### config.mk
export PLATFORM = sky130hd
export DESIGN_NAME = pss_sequencer
export DESIGN_NICKNAME = d
export VERILOG_FILES = /design/src/rtl/pss_pkg.sv /design/src/rtl/pss_stack.sv /design/src/rtl/pss_alu.sv /design/src/rtl/pss_sequencer.sv
export SDC_FILE = /design/constraint.sdc
export NUM_CORES = 1
export LEC_CHECK = 0
export ABC_CLOCK_PERIOD_IN_PS = 7650
export BUFFER_PORTS_ARGS = -buffer_cell sky130_fd_sc_hd__buf_2
export CAP_MARGIN = 20
export CORE_UTILIZATION = 45
export CTS_CLUSTER_DIAMETER = 150
export DETAILED_ROUTE_END_ITERATION = 10
export GPL_TIMING_DRIVEN = 0
export REMOVE_ABC_BUFFERS = 1
export SYNTH_ARGS = -nofsm -noshare
export SYNTH_HDL_FRONTEND = slang
export SYNTH_SLANG_ARGS = --single-unit
### constraint.sdc
create_clock -name ref_clk_i -period 7.65 [get_ports ref_clk_i]
set_input_delay 0 -clock ref_clk_i [delete_from_list [all_inputs] [get_ports ref_clk_i]]
set_output_delay 0 -clock ref_clk_i [all_outputs]
set_load 0.02 [all_outputs]
### src/rtl/pss_pkg.sv
// Shared constants and types of the program sequencer with return stack.
package pss_pkg;

  // ==========================================================================
  // Widths and reset values
  // ==========================================================================
  // The larger variant has a 13-bit counter; the smaller uses bits 11 to 0.
  localparam int PC_W = 13;
  localparam int DATA_W = 8;
  localparam int STACK_DEPTH = 8;
  localparam int SP_W = 3;
  localparam logic [PC_W-1:0] RESET_VECTOR = 13'h0000;
  localparam logic [SP_W-1:0] SP_RESET = 3'h0;
  localparam logic [SP_W:0] STACK_EMPTY = 4'h0;
  localparam logic [SP_W:0] STACK_FULL = 4'h8;
  localparam logic [DATA_W-1:0] ACC_RESET = 8'h00;
  localparam logic INT_EN_RESET = 1'b1;

  // ==========================================================================
  // Instruction cycle phases
  // ==========================================================================
  typedef enum logic [3:0] {
    PH_FETCH = 4'h1,
    PH_DECODE = 4'h2,
    PH_EXECUTE = 4'h4,
    PH_WRITE = 4'h8
  } pss_phase_type;

  // ==========================================================================
  // Instruction encoding
  // ==========================================================================
  typedef enum logic [2:0] {
    OPC_ALU = 3'h0,
    OPC_JUMP = 3'h1,
    OPC_CALL = 3'h2,
    OPC_RETURN = 3'h3,
    OPC_LOW_WR = 3'h4,
    OPC_LONG = 3'h5,
    OPC_LOW_RD = 3'h6,
    OPC_NOP = 3'h7
  } pss_opc_type;

  typedef enum logic [4:0] {
    F_ADD = 5'h00, F_ADC = 5'h01, F_SUB = 5'h02, F_SBC = 5'h03,
    F_DAA = 5'h04, F_AND = 5'h05, F_OR = 5'h06, F_XOR = 5'h07,
    F_CPL = 5'h08, F_RR = 5'h09, F_RRC = 5'h0A, F_RL = 5'h0B,
    F_RLC = 5'h0C, F_INC = 5'h0D, F_DEC = 5'h0E, F_SZ = 5'h0F,
    F_SNZ = 5'h10, F_SIZ = 5'h11, F_SDZ = 5'h12, F_MOV = 5'h13
  } pss_func_type;

  localparam logic [4:0] SUB_RETURN = 5'h00;
  localparam logic [4:0] SUB_INT_RETURN = 5'h01;

  typedef struct packed {
    pss_opc_type opc;
    logic [4:0] func;
    logic [7:0] imm;
  } pss_instr_type;

  localparam pss_instr_type INSTR_RESET = 16'hE000;

  typedef struct packed {
    logic ov;
    logic z;
    logic ac;
    logic c;
  } pss_status_type;

  localparam pss_status_type STATUS_RESET = 4'h0;

  typedef struct packed {
    logic [DATA_W-1:0] result;
    pss_status_type status;
    logic skip;
  } pss_alu_out_type;

endpackage : pss_pkg

### src/rtl/pss_stack.sv
// Eight-level return stack of program counter values.
`timescale 1ns/10ps
module pss_stack import pss_pkg::*; (
  // Clock, reset and enable.
  input wire logic ref_clk_i,
  input wire logic srst_i,
  input wire logic ce_i,
  // Push and pop.
  input wire logic push_i,
  input wire logic pop_i,
  input wire logic [PC_W-1:0] data_i,
  // State.
  output logic [PC_W-1:0] top_o,
  output logic full_o
);

  logic [PC_W-1:0] mem [STACK_DEPTH];
  logic [SP_W-1:0] ptr;
  logic [SP_W:0] count;

  // ==========================================================================
  // Pointer and fill level
  // ==========================================================================
  // The pointer wraps, so a push into a full stack loses the oldest entry.
  always_ff @(posedge ref_clk_i) begin
    if (srst_i) begin
      ptr <= SP_RESET;
      count <= STACK_EMPTY;
    end else if (ce_i) begin
      if (push_i) begin
        ptr <= ptr + 3'h1;
        if (count != STACK_FULL) begin
          count <= count + 4'h1;
        end
      end else if (pop_i) begin
        ptr <= ptr - 3'h1;
        if (count != STACK_EMPTY) begin
          count <= count - 4'h1;
        end
      end
    end
  end

  // ==========================================================================
  // Storage
  // ==========================================================================
  always_ff @(posedge ref_clk_i) begin
    if (ce_i && push_i) begin
      mem[ptr] <= data_i;
    end
  end

  // The top entry is read a cycle late; pushes and pops are four apart.
  always_ff @(posedge ref_clk_i) begin
    if (ce_i) begin
      top_o <= mem[ptr - 3'h1];
    end
  end

  assign full_o = (count == STACK_FULL);

endmodule : pss_stack

### src/rtl/pss_alu.sv
// Eight-bit arithmetic and logic unit with status and skip decision.
`timescale 1ns/10ps
module pss_alu import pss_pkg::*; (
  // Operands.
  input wire logic [DATA_W-1:0] a_i,
  input wire logic [DATA_W-1:0] b_i,
  input wire logic [4:0] func_i,
  input wire pss_status_type status_i,
  // Result.
  output pss_alu_out_type out_o
);

  // Returns half carry, carry and the eight-bit sum.
  function automatic logic [9:0] add_op(input logic [7:0] x,
                                        input logic [7:0] y,
                                        input logic cin);
    logic [8:0] s;
    logic [4:0] h;
    s = {1'b0, x} + {1'b0, y} + {8'h00, cin};
    h = {1'b0, x[3:0]} + {1'b0, y[3:0]} + {4'h0, cin};
    return {h[4], s};
  endfunction : add_op

  logic [9:0] s;
  logic [7:0] bop;
  logic [7:0] adj;

  // ==========================================================================
  // Operations
  // ==========================================================================
  // Carry set after a subtraction means no borrow occurred.
  always_comb begin
    out_o.result = a_i;
    out_o.status = status_i;
    out_o.skip = 1'b0;
    bop = 8'h00;
    adj = 8'h00;
    s = 10'h000;
    case (func_i)
      F_ADD, F_ADC, F_SUB, F_SBC: begin
        bop = (func_i == F_SUB || func_i == F_SBC) ? ~b_i : b_i;
        s = add_op(a_i, bop, (func_i == F_SUB) ? 1'b1 :
                   (func_i == F_ADC || func_i == F_SBC) ? status_i.c : 1'b0);
        out_o.result = s[7:0];
        out_o.status.c = s[8];
        out_o.status.ac = s[9];
        out_o.status.ov = (a_i[7] == bop[7]) && (s[7] != a_i[7]);
        out_o.status.z = (s[7:0] == 8'h00);
      end
      F_DAA: begin
        adj[3:0] = (a_i[3:0] > 4'h9 || status_i.ac) ? 4'h6 : 4'h0;
        adj[7:4] = (a_i[7:4] > 4'h9 || status_i.c) ? 4'h6 : 4'h0;
        s = add_op(a_i, adj, 1'b0);
        out_o.result = s[7:0];
        out_o.status.c = s[8] | status_i.c;
      end
      F_AND, F_OR, F_XOR, F_CPL, F_MOV: begin
        case (func_i)
          F_AND: out_o.result = a_i & b_i;
          F_OR: out_o.result = a_i | b_i;
          F_XOR: out_o.result = a_i ^ b_i;
          F_CPL: out_o.result = ~a_i;
          default: out_o.result = b_i;
        endcase
        out_o.status.z = (out_o.result == 8'h00);
      end
      F_RR: out_o.result = {a_i[0], a_i[7:1]};
      F_RL: out_o.result = {a_i[6:0], a_i[7]};
      F_RRC: begin
        out_o.result = {status_i.c, a_i[7:1]};
        out_o.status.c = a_i[0];
      end
      F_RLC: begin
        out_o.result = {a_i[6:0], status_i.c};
        out_o.status.c = a_i[7];
      end
      F_INC, F_DEC, F_SIZ, F_SDZ: begin
        bop = (func_i == F_INC || func_i == F_SIZ) ? 8'h01 : 8'hFF;
        s = add_op(a_i, bop, 1'b0);
        out_o.result = s[7:0];
        if (func_i == F_INC || func_i == F_DEC) begin
          out_o.status.z = (s[7:0] == 8'h00);
        end else begin
          out_o.skip = (s[7:0] == 8'h00);
        end
      end
      F_SZ: out_o.skip = (a_i == 8'h00);
      F_SNZ: out_o.skip = (a_i != 8'h00);
      default: out_o.result = a_i;
    endcase
  end

endmodule : pss_alu

### src/rtl/pss_sequencer.sv
// Four-phase instruction sequencer with prefetch, return stack and ALU.
`timescale 1ns/10ps
module pss_sequencer import pss_pkg::*; (
  // Clock, reset and enable.
  input wire logic ref_clk_i,
  input wire logic srst_i,
  input wire logic ce_i,
  // Program memory.
  output logic [PC_W-1:0] pmem_addr_o,
  input wire pss_instr_type pmem_data_i,
  // Interrupt logic.
  input wire logic int_req_i,
  input wire logic [PC_W-1:0] int_vector_i,
  output logic int_ack_o,
  // Observed state.
  output pss_phase_type phase_o,
  output logic [DATA_W-1:0] acc_o,
  output pss_status_type status_o,
  output logic stack_full_o,
  output logic dummy_cycle_o
);

  // ==========================================================================
  // Declarations
  // ==========================================================================
  pss_instr_type fetch_word;
  pss_instr_type exec_word;
  pss_alu_out_type alu_out;
  logic long_second;
  logic int_enable;
  logic boundary;
  logic exec_valid;
  logic [PC_W-1:0] target;
  logic [PC_W-1:0] next_pc;
  logic [PC_W-1:0] push_data;
  logic [PC_W-1:0] stack_top;
  logic stack_full;
  logic flush;
  logic hold;
  logic push;
  logic pop;
  logic take_int;
  logic set_int_enable;
  logic write_acc;

  assign boundary = ce_i && (phase_o == PH_WRITE);
  assign exec_valid = !dummy_cycle_o;
  assign target = {exec_word.func, exec_word.imm};

  // ==========================================================================
  // Phase generator
  // ==========================================================================
  always_ff @(posedge ref_clk_i) begin
    if (srst_i) begin
      phase_o <= PH_FETCH;
    end else if (ce_i) begin
      case (phase_o)
        PH_FETCH: phase_o <= PH_DECODE;
        PH_DECODE: phase_o <= PH_EXECUTE;
        PH_EXECUTE: phase_o <= PH_WRITE;
        PH_WRITE: phase_o <= PH_FETCH;
        default: phase_o <= PH_FETCH;
      endcase
    end
  end

  // ==========================================================================
  // Fetch stage
  // ==========================================================================
  // The word is taken at the edge that ends the fetch phase.
  always_ff @(posedge ref_clk_i) begin
    if (srst_i) begin
      fetch_word <= INSTR_RESET;
    end else if (ce_i && phase_o == PH_FETCH) begin
      fetch_word <= pmem_data_i;
    end
  end

  // ==========================================================================
  // Next counter decision
  // ==========================================================================
  // Decided during decode and execute, applied at the cycle boundary.
  always_comb begin
    next_pc = pmem_addr_o + 13'h0001;
    flush = 1'b0;
    hold = 1'b0;
    push = 1'b0;
    pop = 1'b0;
    push_data = pmem_addr_o;
    take_int = 1'b0;
    set_int_enable = 1'b0;
    write_acc = 1'b0;
    if (exec_valid) begin
      case (exec_word.opc)
        OPC_ALU: begin
          write_acc = 1'b1;
          flush = alu_out.skip;
        end
        OPC_LONG: begin
          if (!long_second) begin
            hold = 1'b1;
          end else begin
            write_acc = 1'b1;
            flush = alu_out.skip;
          end
        end
        OPC_JUMP: begin
          next_pc = target;
          flush = 1'b1;
        end
        OPC_CALL: begin
          next_pc = target;
          flush = 1'b1;
          push = 1'b1;
        end
        OPC_RETURN: begin
          if (exec_word.func == SUB_RETURN ||
              exec_word.func == SUB_INT_RETURN) begin
            next_pc = stack_top;
            pop = 1'b1;
            flush = 1'b1;
            set_int_enable = (exec_word.func == SUB_INT_RETURN);
          end
        end
        OPC_LOW_WR: begin
          next_pc = {pmem_addr_o[PC_W-1:8], exec_word.imm};
          flush = 1'b1;
        end
        default: ;
      endcase
    end
    // A full stack holds the request pending until a return frees a level.
    // Only a sequential boundary takes a request, so no branch is lost.
    if (!hold && !pop && !flush && int_req_i && int_enable &&
        !stack_full) begin
      take_int = 1'b1;
      next_pc = int_vector_i;
      push = 1'b1;
      push_data = pmem_addr_o;
      flush = 1'b1;
    end
    if (hold) begin
      next_pc = pmem_addr_o;
    end
  end

  // ==========================================================================
  // Program counter and execute stage
  // ==========================================================================
  always_ff @(posedge ref_clk_i) begin
    if (srst_i) begin
      pmem_addr_o <= RESET_VECTOR;
    end else if (boundary) begin
      pmem_addr_o <= next_pc;
    end
  end

  always_ff @(posedge ref_clk_i) begin
    if (srst_i) begin
      exec_word <= INSTR_RESET;
      dummy_cycle_o <= 1'b1;
      long_second <= 1'b0;
    end else if (boundary) begin
      long_second <= hold;
      if (!hold) begin
        exec_word <= fetch_word;
        dummy_cycle_o <= flush;
      end
    end
  end

  // ==========================================================================
  // Interrupt acknowledge
  // ==========================================================================
  // Acknowledge disables further requests until an interrupt return.
  always_ff @(posedge ref_clk_i) begin
    if (srst_i) begin
      int_ack_o <= 1'b0;
      int_enable <= INT_EN_RESET;
    end else if (ce_i) begin
      int_ack_o <= boundary && take_int;
      if (boundary && take_int) begin
        int_enable <= 1'b0;
      end else if (boundary && set_int_enable) begin
        int_enable <= 1'b1;
      end
    end
  end

  // ==========================================================================
  // Accumulator and status
  // ==========================================================================
  always_ff @(posedge ref_clk_i) begin
    if (srst_i) begin
      acc_o <= ACC_RESET;
      status_o <= STATUS_RESET;
    end else if (boundary && exec_valid) begin
      if (write_acc) begin
        acc_o <= alu_out.result;
        status_o <= alu_out.status;
      end else if (exec_word.opc == OPC_LOW_RD) begin
        acc_o <= pmem_addr_o[7:0];
      end
    end
  end

  always_ff @(posedge ref_clk_i) begin
    if (srst_i) begin
      stack_full_o <= 1'b0;
    end else if (ce_i) begin
      stack_full_o <= stack_full;
    end
  end

  // ==========================================================================
  // Submodules
  // ==========================================================================
  // The stack has no software port at all.
  pss_stack u_stack (
    .ref_clk_i(ref_clk_i),
    .srst_i(srst_i),
    .ce_i(ce_i),
    .push_i(boundary && push),
    .pop_i(boundary && pop),
    .data_i(push_data),
    .top_o(stack_top),
    .full_o(stack_full)
  );

  pss_alu u_alu (
    .a_i(acc_o),
    .b_i(exec_word.imm),
    .func_i(exec_word.func),
    .status_i(status_o),
    .out_o(alu_out)
  );
endmodule : pss_sequencer

Word level (Yosys, flattened, before mapping)
Memories as Yosys holds them, arrays and structs flattened. A register that Yosys moved wholly into a read port is not among the register bits.
Index checks and enable logic that the tools add are counted.

storage, ports and cells
  memory bits (writable) = 104
  memories kept = 1
  word-level logic and storage cells = 184
  register bits = 73
  output and inout bits = 32

operators by class
  reduce and logical (&&, ||, !) cells = 54
  $add $sub $neg = 11
  bitwise operators = 7
  muxes and demuxes = 51
  equality and inequality tests = 37
  magnitude comparators = 2

memory list
  name         words  width  rd ports  clocked after memory_dff  wr ports  line             RTL
  u_stack.mem  8      13     1         1                         1         pss_stack.sv:17  logic [PC_W-1:0] mem [STACK_DEPTH];

operators with widths
  kind                                                                   count
  8-bit case mux with 8 select lines                                     1
  5-bit by 4-bit equality test with 1-bit output, second input constant  8
  8-bit 2-to-1 mux                                                       5
  13-bit 2-to-1 mux                                                      3
  13-bit case mux with 3 select lines                                    1
  8-bit zero test                                                        4
  8-bit case mux with 4 select lines                                     1
  1-bit 2-to-1 mux                                                       26
  5-bit by 3-bit equality test with 1-bit output, second input constant  4
  5-bit equality test, second input constant                             4
  8-bit by 8-bit adder with 9-bit output                                 2
  4-bit 2-to-1 mux                                                       4
  8-bit NOT                                                              2
  1-bit logical AND                                                      14
  13-bit by 1-bit adder with 13-bit output, second input constant        1
  3-bit 2-to-1 mux                                                       4
  4-bit case mux with 3 select lines                                     1
  3-bit AND reduction                                                    4
  5-bit by 2-bit equality test with 1-bit output, second input constant  2
  9-bit by 1-bit adder with 9-bit output                                 1
  3-bit equality test, second input constant                             3
  9-bit by 1-bit != test with 1-bit output, second input constant        1
  8-bit adder                                                            1
  8-bit AND                                                              1
  other kinds (41)                                                       64

Logic depth before layout (Yosys ltp)
  depth in word-level cells = 20
  mapped depth = 20
  mapped depth without buffers = 19

Cells and area by module
From an unflattened synthesis, not the netlist that was laid out.

unflattened totals
  cells, all modules = 964
  area, all modules = 10,381.2 µm²

by module, submodules not included
  module         instances  cells each  sequential area each (µm²)  area an instance (µm²)
  pss_stack      1          225         3,653.5                     4,784.6
  pss_sequencer  1          414         1,321.3                     3,299.4
  pss_alu        1          325         0.0                         2,297.2

Worst setup path after synthesis
No wires, ideal clock.

  kind = register -> register
  start point = register exec_word[11] (netlist bit)
  end point = register u_stack.count[2]
  library setup time = 0.116 ns
  required time = 7.534 ns
  buffers on the path = 0
  clock period less this slack = 4.708 ns
  data arrival time = 4.592 ns
  setup slack = 2.942 ns
  cell stages (with the launch flop) = 19
  path through = dfxtp_1 or3b_2 a21oi_1 inv_1 fa_1 a211oi_1 nor2_1 xor2_1 or4_1 o41a_1 o21ai_4 a21oi_4 inv_2 ha_1 inv_1 nor4_1 a2111oi_0 a311oi_1 a31o_1

on the way
  word-level cells in the longest chain between the ends = 19

RTL lines
  what                                                                                          line                                         RTL
  start, declared                                                                               pss_sequencer.sv:27                          pss_instr_type exec_word;
  start signal, assigned                                                                        pss_sequencer.sv:166                         exec_word <= fetch_word;
  5-bit by 4-bit equality test with 1-bit output / 5-bit equality test (equally long branches)  pss_alu.sv:39, pss_alu.sv:78, pss_alu.sv:81
  1-bit logical OR                                                                              pss_alu.sv:78                                bop = (func_i == F_INC || func_i == F_SIZ) ? 8'h01 : 8'hFF;
  8-bit 2-to-1 mux                                                                              pss_alu.sv:78
  8-bit adder                                                                                   pss_alu.sv:19                                s = {1'b0, x} + {1'b0, y} + {8'h00, cin};
  8-bit zero test                                                                               pss_alu.sv:84                                out_o.skip = (s[7:0] == 8'h00);
  1-bit 2-to-1 mux                                                                              pss_alu.sv:81                                if (func_i == F_INC || func_i == F_DEC) begin
  1-bit case mux with 3 select lines                                                            pss_alu.sv:39                                case (func_i)
  1-bit 2-to-1 mux                                                                              pss_sequencer.sv:100                         if (!long_second) begin
  1-bit case mux with 4 select lines                                                            pss_sequencer.sv:94                          case (exec_word.opc)
  1-bit 2-to-1 mux                                                                              pss_sequencer.sv:93                          if (exec_valid) begin
  1-bit zero test                                                                               pss_sequencer.sv:134                         if (!hold && !pop && !flush && int_req_i && int_enable &&
  1-bit logical AND (4 in series)                                                               pss_sequencer.sv:134
  1-bit 2-to-1 mux                                                                              pss_sequencer.sv:134
  1-bit logical AND                                                                             pss_sequencer.sv:223                         .push_i(boundary && push),
  2-bit != test (no line) / 2-bit nonzero test (equally long branches)                          --
  4-bit AND reduction (no line)                                                                 --
  end signal, assigned                                                                          pss_stack.sv:33                              count <= count + 4'h1;
  end signal, assigned                                                                          pss_stack.sv:38                              count <= count - 4'h1;
  end, declared                                                                                 pss_stack.sv:19                              logic [SP_W:0] count;

Several ways; a longest one is shown, not always the timed one.
A chain may end at the register's enable or synchronous reset.

Final worst setup path
  start point = register exec_word[12] (netlist bit)
  end point = register u_stack.count[2]

Same word-level chain as after synthesis.

==> impl_metrics.env <==
export IMPL_die_x_um=153
export IMPL_maxUsedRoutingLayer="met4"
export IMPL_cts_setup_buffers=0
export IMPL_dp_hpwl_mm=17.9
export IMPL_yosys_top_cells_area="edfxtp_1 (34%), dfxtp_1 (14%), mux4_2 (5.7%), ha_1 (4.8%), nand2_1 (4.7%)"
export IMPL_io_pins=65
export IMPL_met1_length_mm=12.5
export IMPL_clkSlewWorstSetupHoldPaths_ps=80
export IMPL_synth_ff_type="edfxtp_1"
export IMPL_synth_largest_area_cell="edfxtp_1"
export IMPL_cts_tree="built"
export IMPL_path_buf_inv=3
export IMPL_cts_num_sinks=190
export IMPL_critical_path_max_stage_delay_ps=780
export IMPL_dr_wl_met2_mm=12.0
export IMPL_syn_instance_count=946
export IMPL_max_cap_viol_count=0
export IMPL_clock_path_buffers=2
export IMPL_nets=1102
export IMPL_leakage_nw=4.44
export IMPL_io_buffer_count=64
export IMPL_dr_total_vias=7742
export IMPL_syn_avg_cell_area_um2=10.8
export IMPL_p_int_mw=1.55
export IMPL_start_util_pct=46.3
export IMPL_synth_cell_types=79
export IMPL_multiInputGateArea_um2=4850
export IMPL_peakVddDrop_mv=0.156
export IMPL_drive_gt1_share_pct=17.5
export IMPL_grt_pass1_vias=7412
export IMPL_ys_ff_latch=190
export IMPL_status="finished clean"
export IMPL_grt_usage_pct=23.3
export IMPL_power_switching_fraction_pct=23.9
export IMPL_path_cells="or3b_2 -> a21oi_1 -> inv_1 -> fa_1 -> a211oi_1 -> nor2_1 -> xor2_1 -> or4_1 -> o41a_1 -> o21ai_4 -> a21oi_4 -> inv_2 -> ha_1 -> inv_1 -> nor4_1 -> a2111oi_0 -> a311oi_1 -> a31o_1"
export IMPL_wl_mm=26.2
export IMPL_dr_pass1_iters=8
export IMPL_synth_top_area_share_pct=34.5
export IMPL_crit_path_max_fanout=31
export IMPL_h_tree_depth=4
export IMPL_grt_antenna_before_repair=0
export IMPL_critPathMostFrequentCell="inv_1"
export IMPL_p_total_mw=2.04
export IMPL_ctsHoldBuffers=37
export IMPL_powerDensity_nw_per_um2=172
export IMPL_async_reset_ff_share_pct=0
export IMPL_setup_viol=0
export IMPL_grt_start_max_net_pins=51
export IMPL_synth_edff_count=117
export IMPL_place_congestion=0.903
export IMPL_pwr_share_seq_pct=53.5
export IMPL_layout_common_cells="nand2_1 (129), edfxtp_1 (117), dfxtp_1 (72)"
export IMPL_antenna_cells=0
export IMPL_p_sw_uw=487
export IMPL_yosys_warnings=0
export IMPL_clock_root_buffer="clkbuf_16"
export IMPL_die_h_um=153
export IMPL_ant_nets=0
export IMPL_critPathLaunchType="flop"
export IMPL_syn2layout_area_growth_pct=15.8
export IMPL_wl_met3_mm=1.28
export IMPL_fin_area_um2=11800
export IMPL_cts_buffers=17
export IMPL_max_freq_mhz=151
export IMPL_syn_area_um2=10200
export IMPL_die_area_um2=23300
export IMPL_grt_pass1_wl_mm=42.1
export IMPL_drc=0
export IMPL_period_share_pct=86.5
export IMPL_critPathArrivalTime_ps=6950
export IMPL_via_per_inst=5.87
export IMPL_finalMaxSlewViolations=0
export IMPL_register_area_um2=4980
export IMPL_cp_required_ps=7980
export IMPL_layout_commonest_cell="nand2_1"
export IMPL_critPathTopFamily="compound AO/OA/AOI/OAI gates"
export IMPL_clk_latency_ps=440
export IMPL_finClkSkew_ps=13.1
export IMPL_cp_slowest_cell="dfxtp_1"
export IMPL_drt_initial_drc_count=828
export IMPL_hold_viol_final=0
export IMPL_min_period_ps=6620
export IMPL_ys_seq_area_share_pct=48.8
export IMPL_fillCellCount=1926
export IMPL_combPwrFrac_pct=3.1
export IMPL_tightestPinTransition_ps=1120
export IMPL_place_area_um2=10800
export IMPL_rsz0062_at_grt="false"
export IMPL_fp_row_count=54
export IMPL_clkPwrFrac_pct=43.4
export IMPL_path_class="flop to flop"
export IMPL_wl_per_cell_um=19.8
export IMPL_overflow=0
export IMPL_coreArea_um2=22000
export IMPL_cts_resized_gates=0
export IMPL_hold_path_class="input port to flop"
export IMPL_slew_headroom_pct=24.8
export IMPL_cp_end_kind="flop"
export IMPL_setup_tns_ps=0
## power by group through the flow
| stage | clock (mW) | combinational, mW | sequential [mW] |
|---|---|---|---|
| detailed placement | 0 | 0.0503 | 1.11 |
| finish | 0.884 | 0.0622 | 1.09 |
| global placement | 0 | 0.0484 | 1.11 |
| global route | 0.935 | 0.0699 | 1.09 |
| floorplan | 0 | 0.0222 | 1.11 |
| CTS | 0.895 | 0.0623 | 1.09 |
## flip-flops by register name, summed over array words and instances (netlist names), 8 cells and up
name / flops
pmem_addr_o: 13
exec_word: 16
fetch_word: 16
u_stack.top_o: 13
u_stack.mem: 104
acc_o: 8
## per-stage QoR
| step | setup WS (ps) | cells | util (%) | hold slack (ps) |
|---|---|---|---|---|
| 2_1_floorplan | 2310 | 888 | - | 69.1 |
| 3_3_place_gp | 215 | 1232 | 48.0 | 231 |
| 3_5_place_dp | 1150 | 1247 | 49.1 | 233 |
| 4_1_cts | 1110 | 1316 | 53.5 | 29.8 |
| 5_1_grt | 634 | 1319 | 53.6 | 47.2 |
| 6_report | 1030 | 1319 | 53.6 | 40.4 |
## worst paths after layout
path | startpoint | end | slack [ps] | cells after the start
max | exec_word[12] | u_stack.count[2] | 1030 | 18
min | ce_i | u_stack.top_o[11] | 40 | 1
max reg2reg | exec_word[12] | u_stack.count[2] | 1030 | 18
min reg2reg | fetch_word[6] | exec_word[6] | 450 | 2
## layer usage
metal / vias up / track usage, %
met3: 31 / 3.70
met4: 0 / 7.17
met2: 213 / 36.1
li1: 3710 / -
met1: 3788 / 33.7
met5: - / 0
## Yosys cell counts (all sizes together) (4+ instances only)
library cell	instances
a222oi	9
a22o	5
mux2i	7
a22oi	16
o221ai	8
a221o	8
a21o	6
fa	4
nor4	9
xor2	12
or4	5
and3	6
nand2	129
inv	33
nor2	58
nor3	18
nand2b	16
a31oi	9
mux4	26
edfxtp	117
nor2b	17
mux2	14
dfxtp	73
clkbuf	36
xnor2	29
nand3	20
o211ai	20
or2	4
a21oi	72
a211oi	5
ha	39
o21ai	29
buf	22
a221oi	9
## cell families after synthesis
kind of cell | after synthesis | share of synthesized area (%)
and+or+nand+nor | 305 | 14.2
DFF | 190 | 48.8
AOI/OAI and AO/OA | 229 | 15.8
buffers and inverters | 91 | 4.16
muxes | 47 | 7.98
adders and majority gates | 43 | 5.57
xor gates and xnor gates | 41 | 3.52
## final cells by class
cell class / instances / area share [%]
inverter: 33 / 1.05
clock buffer: 17 / 3.60
sequential: 190 / 42.2
tap: 280 / 2.97
multi-input combinational: 665 / 41.1
clock inverter: 15 / 1.37
timing repair buffer: 119 / 7.74
Power figures use the tool's default switching activity.
